<file path="src/hw/ulc_pkg.sv">
// shared constants and types for the usb link configuration fields
package ulc_pkg;

  localparam int unsigned ADDR_W     = 8;
  localparam int unsigned DATA_W     = 32;
  // byte address of the configuration word on the register port
  localparam logic [7:0]  CFG_WORD_OFFSET = 8'h80;

  // field positions inside the configuration word
  localparam int unsigned SPEED_LSB       = 13;
  localparam int unsigned SPEED_MSB       = 15;
  localparam int unsigned OVERLAP_BIT     = 12;
  localparam int unsigned SHORT_U2_BIT    = 11;
  localparam int unsigned TX_RST_BIT      = 10;
  localparam int unsigned RX_RST_BIT      = 9;
  localparam int unsigned L1_SLEEP_BIT    = 8;
  localparam int unsigned EMPTY_REPLY_BIT = 6;

  // connect speed codes
  localparam logic [2:0] SPEED_SUPER = 3'h4;
  localparam logic [2:0] SPEED_HIGH  = 3'h0;
  localparam logic [2:0] SPEED_FULL  = 3'h1;

  // values after reset and fallback defaults when no image is present
  localparam logic [2:0] SPEED_RESET       = SPEED_SUPER;
  localparam logic       OVERLAP_FALLBACK  = 1'h0;
  localparam logic       SHORT_U2_FALLBACK = 1'h0;
  localparam logic       L1_SLEEP_FALLBACK = 1'h1;
  localparam logic       EMPTY_REPLY_RESET = 1'h0;
  localparam logic       SC_BIT_RESET      = 1'h0;

  // timing
  localparam int unsigned CLK_MHZ         = 40;
  localparam int unsigned LFPS_SHORT_NS   = 248;
  localparam int unsigned LFPS_LONG_US    = 8;
  // least times: round up to whole cycles
  localparam int unsigned LFPS_SHORT_CYC  = (LFPS_SHORT_NS * CLK_MHZ + 999) / 1000;
  localparam int unsigned LFPS_LONG_CYC   = LFPS_LONG_US * CLK_MHZ;
  localparam int unsigned LFPS_CNT_W      = 10;
  // length of a sub-block reset pulse
  localparam logic [3:0]  SUBRST_CYCLES   = 4'h4;

  typedef enum logic [1:0] {
    HS_IDLE = 2'b01,
    HS_WAIT = 2'b10
  } ulc_hs_state_t;

endpackage

</file>
<file path="src/hw/ulc_config_fields.sv">
// usb link configuration word, bits 15:6, with the logic those bits steer
// What this block does
// - a three-bit read/write connect speed at bits 15:13 resets to 100b; 100 super, 000 high, 001 full speed.
// - with bit 12 set, a remote exit from U1/U2/U3 waits for partner LFPS or TS1/TS2 before the handshake completes.
// - with bit 12 clear, a remote exit completes without looking for partner LFPS overlap.
// - with bit 11 set, LFPS lasting 248 ns is a valid U2 exit.
// - with bit 11 clear, U2 exit needs 8 us of LFPS and shorter glitches leave the link in U2.
// - writing 1 to bit 10 resets the bulk-in transmitter; the bit clears itself and resets to 0.
// - writing 1 to bit 9 resets the bulk-out receiver; the bit clears itself and resets to 0.
// - bit 8 enables UTMI sleep and L1 suspend towards the PHY in L1.
// - bit 6 picks the reply to IN tokens on an empty receive FIFO: 0 zero-length packet, 1 NAK; resets to 0.
// - speed, overlap check, U2 filter and L1 sleep fields keep their value through USB and lite resets while reset protection is on.
// - overlap check and U2 filter defaults come from EEPROM, else OTP, else 0, and USB or lite reset restores them.
// - L1 sleep enable default comes from EEPROM, else OTP, else 1, and USB or lite reset restores it.
//
// The placing of the registers and the address-and-strobe port were left to the implementer.
`timescale 1ns/10ps
`default_nettype none

module ulc_config_fields
  import ulc_pkg::*;
(
  input  wire logic                     core_clk_i,
  input  wire logic                     sys_rst_i,
  input  wire logic                     ce_i,
  // register port
  input  wire logic [ulc_pkg::ADDR_W-1:0] reg_addr_i,
  input  wire logic [ulc_pkg::DATA_W-1:0] reg_wdata_i,
  input  wire logic                     reg_wr_i,
  input  wire logic                     reg_rd_i,
  output logic      [ulc_pkg::DATA_W-1:0] reg_rdata_o,
  // image loader and resets
  input  wire logic                     image_load_i,
  input  wire logic                     eeprom_present_i,
  input  wire logic                     otp_present_i,
  input  wire logic [2:0]               eeprom_flags_i,
  input  wire logic [2:0]               otp_flags_i,
  input  wire logic                     usb_reset_i,
  input  wire logic                     lite_soft_reset_i,
  input  wire logic                     rst_protect_i,
  // superspeed low-power exit
  input  wire logic                     remote_exit_start_i,
  input  wire logic                     partner_lfps_i,
  input  wire logic                     training_seen_i,
  output logic                          exit_handshake_done_o,
  input  wire logic                     in_u2_i,
  input  wire logic                     lfps_detect_i,
  output logic                          u2_exit_o,
  // sub-block resets
  output logic                          bulk_in_transmitter_reset_o,
  output logic                          bulk_out_receiver_reset_o,
  // l1 sleep
  input  wire logic                     l1_sleep_req_i,
  output logic                          utmi_sleep_o,
  // empty-fifo reply
  input  wire logic                     in_token_i,
  input  wire logic                     rx_fifo_empty_i,
  output logic                          send_zlp_o,
  output logic                          send_nak_o,
  output logic      [2:0]               connect_speed_select_o
);
  import ulc_pkg::*;

  typedef struct packed {
    // software-visible fields
    logic [2:0]            speed;
    logic                  overlap;
    logic                  short_u2;
    logic                  l1_sleep;
    logic                  empty_nak;

    // defaults from the last image load, restored by usb or lite reset
    logic                  overlap_dflt;
    logic                  short_u2_dflt;
    logic                  l1_sleep_dflt;

    // self-clearing sub-block resets and their countdowns
    logic                  tx_rst;
    logic [3:0]            tx_cnt;
    logic                  rx_rst;
    logic [3:0]            rx_cnt;

    // u2 exit filter: synchroniser and burst length
    logic [1:0]            lfps_sync;
    logic [LFPS_CNT_W-1:0] lfps_cnt;

    // remote exit handshake
    ulc_hs_state_t         hs;
    logic                  hs_done;

    // registered outputs
    logic                  u2_exit;
    logic                  utmi_sleep;
    logic                  send_zlp;
    logic                  send_nak;
    logic [DATA_W-1:0]     rdata;
  } ulc_state_t;

  // st holds every flop; next_st is its value for the coming edge
  ulc_state_t st;
  ulc_state_t next_st;

  // combinational helpers, none of them state
  logic                  hit;
  logic                  restore;
  logic [2:0]            img;
  logic [LFPS_CNT_W-1:0] lfps_thr;
  logic [DATA_W-1:0]     word;

  always_comb begin
    // only the one mapped word answers; other addresses ignore writes and read 0
    hit      = (reg_addr_i == CFG_WORD_OFFSET);

    // usb and lite resets restore protected fields only with protection off
    restore  = (usb_reset_i | lite_soft_reset_i) & ~rst_protect_i;
    // image bits: [0] overlap check, [1] short u2 filter, [2] l1 sleep
    if (eeprom_present_i) begin
      img = eeprom_flags_i;
    end else if (otp_present_i) begin
      img = otp_flags_i;
    end else begin
      img = {L1_SLEEP_FALLBACK, SHORT_U2_FALLBACK, OVERLAP_FALLBACK};
    end
    // the long filter trades exit latency for staying in U2 through short host glitches
    if (st.short_u2) begin
      lfps_thr = LFPS_CNT_W'(LFPS_SHORT_CYC);
    end else begin
      lfps_thr = LFPS_CNT_W'(LFPS_LONG_CYC);
    end

    // bits 31:16, 7 and 5:0 read as zero
    word                             = '0;
    word[SPEED_MSB:SPEED_LSB]        = st.speed;
    word[OVERLAP_BIT]                = st.overlap;
    word[SHORT_U2_BIT]               = st.short_u2;
    word[TX_RST_BIT]                 = st.tx_rst;
    word[RX_RST_BIT]                 = st.rx_rst;
    word[L1_SLEEP_BIT]               = st.l1_sleep;
    word[EMPTY_REPLY_BIT]            = st.empty_nak;

    next_st = st;

    // loaded image defaults, used again on every usb or lite reset while protection is off
    // without a restoring reset in the same cycle, the image also lands at once in the live fields, below
    if (image_load_i) begin
      next_st.overlap_dflt  = img[0];
      next_st.short_u2_dflt = img[1];
      next_st.l1_sleep_dflt = img[2];
    end

    // protected fields: a reset restores them only while protection is off
    if (restore) begin
      next_st.speed    = SPEED_RESET;
      next_st.overlap  = st.overlap_dflt;
      next_st.short_u2 = st.short_u2_dflt;
      next_st.l1_sleep = st.l1_sleep_dflt;
    end else if (image_load_i) begin
      next_st.overlap  = img[0];
      next_st.short_u2 = img[1];
      next_st.l1_sleep = img[2];
    end

    // sub-block reset countdown; hardware ends the pulse
    // a second write of 1 while the count runs starts it again from the top
    if (st.tx_cnt != 4'h0) begin
      next_st.tx_cnt = st.tx_cnt - 4'h1;
    end
    if (st.rx_cnt != 4'h0) begin
      next_st.rx_cnt = st.rx_cnt - 4'h1;
    end

    // the bulk-in reply bit is not protected, any usb or lite reset clears it
    if (usb_reset_i | lite_soft_reset_i) begin
      next_st.empty_nak = EMPTY_REPLY_RESET;
    end

    // a software write lands after the resets, so a write in the same cycle wins
    // reset protection guards against usb and lite resets only, never software
    if (reg_wr_i && hit) begin
      next_st.speed     = reg_wdata_i[SPEED_MSB:SPEED_LSB];
      next_st.overlap   = reg_wdata_i[OVERLAP_BIT];
      next_st.short_u2  = reg_wdata_i[SHORT_U2_BIT];
      next_st.l1_sleep  = reg_wdata_i[L1_SLEEP_BIT];
      next_st.empty_nak = reg_wdata_i[EMPTY_REPLY_BIT];
      // writing 0 to a self-clearing bit leaves it alone
      if (reg_wdata_i[TX_RST_BIT]) begin
        next_st.tx_cnt = SUBRST_CYCLES;
      end
      if (reg_wdata_i[RX_RST_BIT]) begin
        next_st.rx_cnt = SUBRST_CYCLES;
      end
    end
    next_st.tx_rst = (next_st.tx_cnt != 4'h0);
    next_st.rx_rst = (next_st.rx_cnt != 4'h0);

    // read data stand only in the cycle after the read strobe; a quiet port reads 0
    if (reg_rd_i && hit) begin
      next_st.rdata = word;
    end else begin
      next_st.rdata = '0;
    end

    // lfps duration filter, only meaningful while the link sits in U2
    // the first synchroniser flop feeds only the second one
    next_st.lfps_sync = {st.lfps_sync[0], lfps_detect_i};
    next_st.u2_exit   = 1'b0;
    // a break in the burst or leaving U2 starts the measurement again
    if (!in_u2_i || !st.lfps_sync[1]) begin
      next_st.lfps_cnt = '0;
    // the count stops at the threshold, so one long burst gives one pulse
    end else if (st.lfps_cnt < lfps_thr) begin
      next_st.lfps_cnt = st.lfps_cnt + LFPS_CNT_W'(1);
      if ((st.lfps_cnt + LFPS_CNT_W'(1)) == lfps_thr) begin
        next_st.u2_exit = 1'b1;
      end
    end

    // remote exit handshake
    next_st.hs_done = 1'b0;
    unique case (st.hs)
      HS_IDLE: begin
        if (remote_exit_start_i) begin
          if (st.overlap) begin
            next_st.hs = HS_WAIT;
          end else begin
            // check off: the remote exit is taken on trust
            next_st.hs_done = 1'b1;
          end
        end
      end
      HS_WAIT: begin
        // a lone local glitch never completes the exit: the partner must answer
        if (partner_lfps_i || training_seen_i) begin
          next_st.hs      = HS_IDLE;
          next_st.hs_done = 1'b1;
        end
      end
      default: begin
        next_st.hs = HS_IDLE;
      end
    endcase

    // sleep towards the phy only while software allows it and the link asks for it
    next_st.utmi_sleep = st.l1_sleep & l1_sleep_req_i;

    // one reply strobe per token that finds the receive fifo empty
    next_st.send_zlp = 1'b0;
    next_st.send_nak = 1'b0;
    if (in_token_i && rx_fifo_empty_i) begin
      if (st.empty_nak) begin
        next_st.send_nak = 1'b1;
      end else begin
        next_st.send_zlp = 1'b1;
      end
    end
  end

  // the system reset ignores reset protection; only usb and lite resets honour it
  // ce_i low holds every flop, but the system reset still acts
  always_ff @(posedge core_clk_i) begin
    if (sys_rst_i) begin
      // software-visible fields
      st.speed         <= SPEED_RESET;
      st.overlap       <= OVERLAP_FALLBACK;
      st.short_u2      <= SHORT_U2_FALLBACK;
      st.l1_sleep      <= L1_SLEEP_FALLBACK;
      st.empty_nak     <= EMPTY_REPLY_RESET;
      // image defaults fall back to the built-in values
      st.overlap_dflt  <= OVERLAP_FALLBACK;
      st.short_u2_dflt <= SHORT_U2_FALLBACK;
      st.l1_sleep_dflt <= L1_SLEEP_FALLBACK;
      // no sub-block reset runs
      st.tx_rst        <= SC_BIT_RESET;
      st.tx_cnt        <= 4'h0;
      st.rx_rst        <= SC_BIT_RESET;
      st.rx_cnt        <= 4'h0;
      // filter and handshake idle
      st.lfps_sync     <= 2'h0;
      st.lfps_cnt      <= '0;
      st.hs            <= HS_IDLE;
      st.hs_done       <= 1'b0;
      // output strobes quiet
      st.u2_exit       <= 1'b0;
      st.utmi_sleep    <= 1'b0;
      st.send_zlp      <= 1'b0;
      st.send_nak      <= 1'b0;
      st.rdata         <= '0;
    end else if (ce_i) begin
      st <= next_st;
    end
  end

  // every output is a plain copy of a state flop
  assign reg_rdata_o                 = st.rdata;
  assign exit_handshake_done_o       = st.hs_done;
  assign u2_exit_o                   = st.u2_exit;
  assign bulk_in_transmitter_reset_o = st.tx_rst;
  assign bulk_out_receiver_reset_o   = st.rx_rst;
  assign utmi_sleep_o                = st.utmi_sleep;
  assign send_zlp_o                  = st.send_zlp;
  assign send_nak_o                  = st.send_nak;
  assign connect_speed_select_o      = st.speed;

endmodule

`default_nettype wire

</file>
<file path="config.mk">
export PLATFORM = sky130hd
export DESIGN_NAME = ulc_config_fields
export DESIGN_NICKNAME = d
export VERILOG_FILES = /design/src/hw/ulc_pkg.sv /design/src/hw/ulc_config_fields.sv
export SDC_FILE = /design/constraint.sdc
export NUM_CORES = 1
export LEC_CHECK = 0
export BUFFER_PORTS_ARGS = -buffer_cell sky130_fd_sc_hd__clkbuf_2
export CORE_MARGIN = 2
export CORE_UTILIZATION = 45
export CTS_BUF_LIST = sky130_fd_sc_hd__clkbuf_8 sky130_fd_sc_hd__clkbuf_16
export DETAILED_ROUTE_END_ITERATION = 7
export PLACE_DENSITY_LB_ADDON = 0.08
export SLEW_MARGIN = 15
export SYNTH_ARGS = -nofsm -noshare
export SYNTH_HDL_FRONTEND = slang
export SYNTH_SLANG_ARGS = --single-unit
export TNS_END_PERCENT = 100
</file>
<file path="constraint.sdc">
create_clock -name core_clk_i -period 1.7 [get_ports core_clk_i]
set_input_delay 0.34 -clock core_clk_i [delete_from_list [all_inputs] [get_ports core_clk_i]]
set_output_delay 0.34 -clock core_clk_i [all_outputs]
set_load 0.05 [all_outputs]
</file>
## Word level (Yosys, flattened, before mapping)

Cells that the tools add are included.

- Equality and inequality tests: 7
- Magnitude comparators: 1
- Add/subtract/negate cells: 3
- Bitwise logic cells: 4
- Muxes and demuxes: 29
- Reductions and logical operators: 21

Operator list:

| kind | number |
|---|---|
| $mux 4 | 6 |
| $mux 3 | 7 |
| $mux 10 | 2 |
| $mux 16 | 1 |
| $reduce_bool 4->1 | 4 |
| $add 10x1->10 const B | 1 |
| $eq 10x10->1 | 1 |
| $lt 10x10->1 | 1 |
| $reduce_and 2->1 | 5 |
| $mux 9 | 1 |
| $eq 8x8->1 const B | 1 |
| $sub 4x1->4 const B | 2 |
| $mux 1 | 7 |
| $mux 7 | 1 |
| $ne 2x2->1 const B | 3 |
| $reduce_bool 2->1 | 3 |
| $mux 2 | 2 |
| $pmux 2 s2 | 1 |
| $reduce_and 4->1 | 1 |
| $logic_and 1x1->1 | 3 |
| $reduce_bool 3->1 | 1 |
| $and 1x1->1 | 2 |
| $eq 2x1->1 const B | 1 |
| $eq 2x2->1 const B | 1 |
| other kinds (5) | 7 |

- Input port bits: 65
- Flip-flop bits (word level): 71
- Output and inout bits: 42

## Longest topological paths before layout

- Depth after elaboration: 5
- Mapped depth: 8
- Gate-level depth less buffers: 7

## Worst setup path after synthesis

No wires, ideal clock.

- Kind: register -> register
- Start point: register st[66] in the netlist's numbering
- End point: register st[42] in the netlist's numbering
- Setup slack: -122 ps
- Period minus slack after synthesis: 1822 ps
- Arrival time: 1748 ps
- Setup time: 74 ps
- Required time: 1626 ps
- Cell stages (with the launch flop): 7
- Cells stage by stage: dfxtp_1 -> ha_1 -> o31ai_4 -> nand2_2 -> and2_4 -> or4_1 -> a31oi_1

- Longest elaborated chain between the ends: 4

RTL lines:

| item | RTL line | RTL |
|---|---|---|
| from (decl) | ulc_config_fields.sv:100 | `ulc_state_t st;` |
| from (signal assigned) | ulc_config_fields.sv:289 | `st <= next_st;` |
| $mux 9 | ulc_config_fields.sv:125 | `if (st.short_u2) begin` |
| $lt 10x10->1 | ulc_config_fields.sv:211 | `end else if (st.lfps_cnt < lfps_thr) begin` |
| $reduce_bool 2->1 (no source line) | n/a |  |
| $reduce_and 2->1 (no source line) | n/a |  |

Every way passes these cells.
A chain may end at the register's enable or synchronous reset.

## Final worst setup path

Same ends and word-level chain as after synthesis.

==> metrics.txt <==
status complete, but fails checks; failing checks setup timing; global route total overflow 0; initial drt markers 92; Synth Area in Compound Gates 22.8%; simple-gate share of the synthesized area around 22%; num rows 29; Final WS setup -131 ps; ratio of cells with drive above 1 in the final layout 37.6%; initial antenna violation count 0; PwrDens ~1000 nW/um^2; fin crit share 108%; Worst Path Required 1930 ps; ys flop type dfxtp_1; die area between 7000 and 8000 um^2; RSZ-0062 raised after global routing yes; Post-synth EDFFs 0; CTS root buffer clkbuf_8; Post-Synth XOR/XNOR Area about 1.5%; Syn Area/Cell roughly 8.1 um^2; Ys Warns 0; Hold Slack 283 ps; met1 usage a little over a quarter; post-synthesis mux area share 2.50%; Worst setup EP type flop; starting density of the core 46.0%; Cell Area, Synth 2910 um^2; H-tree Lvls 2; antenna-violating nets left 0; slowest cell delay on critical path approximately 500 ps; first-pass GRT wire length between 10000 and 15000 um; post-synthesis to final-layout area growth 28.8%; Synth Area in Adders between 3 and 4%; total stage count of the critical path 7; DR WL/cell around 14 um; CTS tree built; pre-CTS setup slack -120 ps; DPL Wire Length between 5000 and 6000 um; clk sinks 48; Leak Pwr 1.62 nW; WP buf/inv 1; fin nets 514; Async SR Flop Fraction 0%; worst min path class input port to flop; clock skew slightly above 9 ps; minimum clock period after layout 1830 ps; met3 GRT Util under 10%; Die Y-Extent 84.4 um; Max Root-Sink Buffers 2; core footprint 6310 um^2; diodes inserted 0; DR vias 2766; post-synthesis register bit count 48; Distinct cells, synth between 60 and 70; Placed Cells 506; WHS Path Cells 3; Filler Cells Inserted between 500 and 600; critical path class flop to flop; largest family of logic cells by synthesized area compound AO/OA/AOI/OAI gates; DRT Wirelength ~7000 um; crit path DAT roughly 2000 ps; largest net degree at the start of global routing 42; max-slew violation count 0; Worst path top cell family by delay simple AND/OR/NAND/NOR gates; vias in the first global route roughly 2500; FF+latch area a little under 1000 um^2; Multi-input gate area approximately 1800 um^2; Non-Filler Instances slightly above 500; CP Launch Type flop; Peak Freq around 0.55 GHz; DR DRC count 0; Hold Buf Count CTS 0; GPL Wtd Cong ~0.82; number of I/O pins roughly 110; gr usage total between 10% and 20%; Die W between 80 and 90 um; Synth Instances 358; Final setup viols 9; peak supply drop between 0.0006 and 0.0007 V; CP max stage cell or4_4; DRT Pass-1 Iters 4; sequential share of the synthesized area between 30 and 40%; critical path, cell by cell inv_2 > ha_4 > nor3_4 > o2111ai_2 > and2_4 > or4_4 > a31oi_1; Max FO, Critical Path 7; input/output buffers 60; total CTS buffers 5; GRT busiest layer met2; clk_lat worst skew 300 ps; met2 Track Usage GR 33.3%; Final Hold Vio Count 0; worst reg2reg path depth 7; max cap viols 0; Reg clk slew, reported paths ~90 ps; Vias per Instance roughly 5.3
==> worst min-delay path, delay by kind of cell <==
family | cells | cell delay, ps
AO/OA/AOI/OAI | 1 | 60
AND/OR/NAND/NOR | 1 | 70
buffers and inverters | 1 | 80
==> synthesized netlist by cell type (4+ instances only) <==
cell / count / share of area, %
nand3_1: 12 / 2.1
nor2b_1: 5 / 1.1
clkbuf_1: 13 / 1.7
nand2_1: 20 / 2.6
buf_2: 4 / 0.69
mux2i_1: 5 / 1.7
nor2_1: 51 / 6.6
and3_1: 5 / 1.1
a22oi_1: 11 / 2.8
a21oi_1: 32 / 5.5
ha_1: 8 / 3.4
buf_4: 36 / 9.3
nor3_1: 5 / 0.86
dfxtp_1: 48 / 33
a31oi_1: 4 / 0.86
xnor2_1: 5 / 1.5
nand4_1: 6 / 1.3
o21ai_1: 7 / 1.2
inv_1: 10 / 1.3
a211oi_1: 10 / 2.6
==> flip-flops by register name, indices dropped and copies added, names as in the netlist <==
| signal | cells |
|---|---|
| bulk_out_receiver_reset_o | 1 |
| next_st | 1 |
| send_zlp_o | 1 |
| utmi_sleep_o | 1 |
| reg_rdata_o | 9 |
| st | 28 |
| exit_handshake_done_o | 1 |
| connect_speed_select_o | 3 |
| bulk_in_transmitter_reset_o | 1 |
| u2_exit_o | 1 |
| send_nak_o | 1 |
==> through the flow <==
stage	utilization, %	instance area, um^2	total power [mW]	setup TNS, ps
floorplan	-	3040	2.27	0
global placement	54.5	3440	2.63	-451
detailed placement	54.5	3440	2.65	-765
CTS	57.6	3640	3.68	-891
global route	59.3	3740	4.04	-1470
finish	59.3	3740	3.81	-608
==> report_power, final <==
part	leakage [nW]	internal, mW	switching [mW]	total [mW]
clock	0.0695	0.582	0.396	0.978
combinational	1.16	0.733	0.805	1.54
sequential	0.393	1.21	0.0808	1.30
total	1.62	2.53	1.28	3.81
==> final cells by class <==
type | instances | share of cell area, %
repair buffers | 110 | 19.3
clock buffers | 5 | 1.84
clock inverters | 3 | 1.71
flip-flops and latches | 48 | 26.0
inverters | 12 | 1.20
well taps | 77 | 2.57
multi-input cells | 264 | 47.3
==> layout by cell type, fill, tap and decap left out, types with 4 or more instances in the layout <==
| cell | n |
|---|---|
| a211oi_1 | 8 |
| a21oi_1 | 30 |
| a22oi_1 | 11 |
| a31oi_1 | 4 |
| and3_1 | 4 |
| buf_4 | 46 |
| clkbuf_2 | 60 |
| clkbuf_8 | 5 |
| conb_1 | 23 |
| dfxtp_1 | 41 |
| dfxtp_2 | 5 |
| ha_4 | 4 |
| inv_1 | 10 |
| mux2i_1 | 5 |
| nand2_1 | 20 |
| nand3_1 | 11 |
| nand4_1 | 6 |
| nor2_1 | 50 |
| nor3_1 | 5 |
| o21ai_1 | 7 |
| xnor2_1 | 4 |
==> routing by layer <==
metal	routed length (um)	vias up	share of wire, %
met2	3340	82	47
li1	-	1402	-
met4	55	0	0.77
met5	0	-	0
met3	384	6	5.4
met1	3380	1276	47
==> cell families after synthesis <==
group / count (synthesis)
AOI/OAI and AO/OA: 95
buffers and inverters: 68
muxes: 7
xor gates and xnor gates: 5
DFF: 48
other: 1
and+or+nand+nor: 126
adders and majority gates: 8
==> worst paths after layout <==
kind,slack [ps],startpoint,endpoint
max,-130,st[66]$_SDFFE_PP0P_,st[42]$_SDFFE_PP0P_
min,280,l1_sleep_req_i,utmi_sleep_o$_SDFFE_PP0P_
max reg2reg,-130,st[66]$_SDFFE_PP0P_,st[42]$_SDFFE_PP0P_
min reg2reg,470,send_zlp_o$_SDFFE_PP0P_,send_zlp_o$_SDFFE_PP0P_
==> what timing repair did <==
action                                  CTS  global route
gates resized for setup                   6            29
pin swaps                                 3             9
setup buffers                             2             3
endpoints found under the setup margin   13            16
cloned                                    1             0
Note: power is estimated with default switching activity, not from simulation.
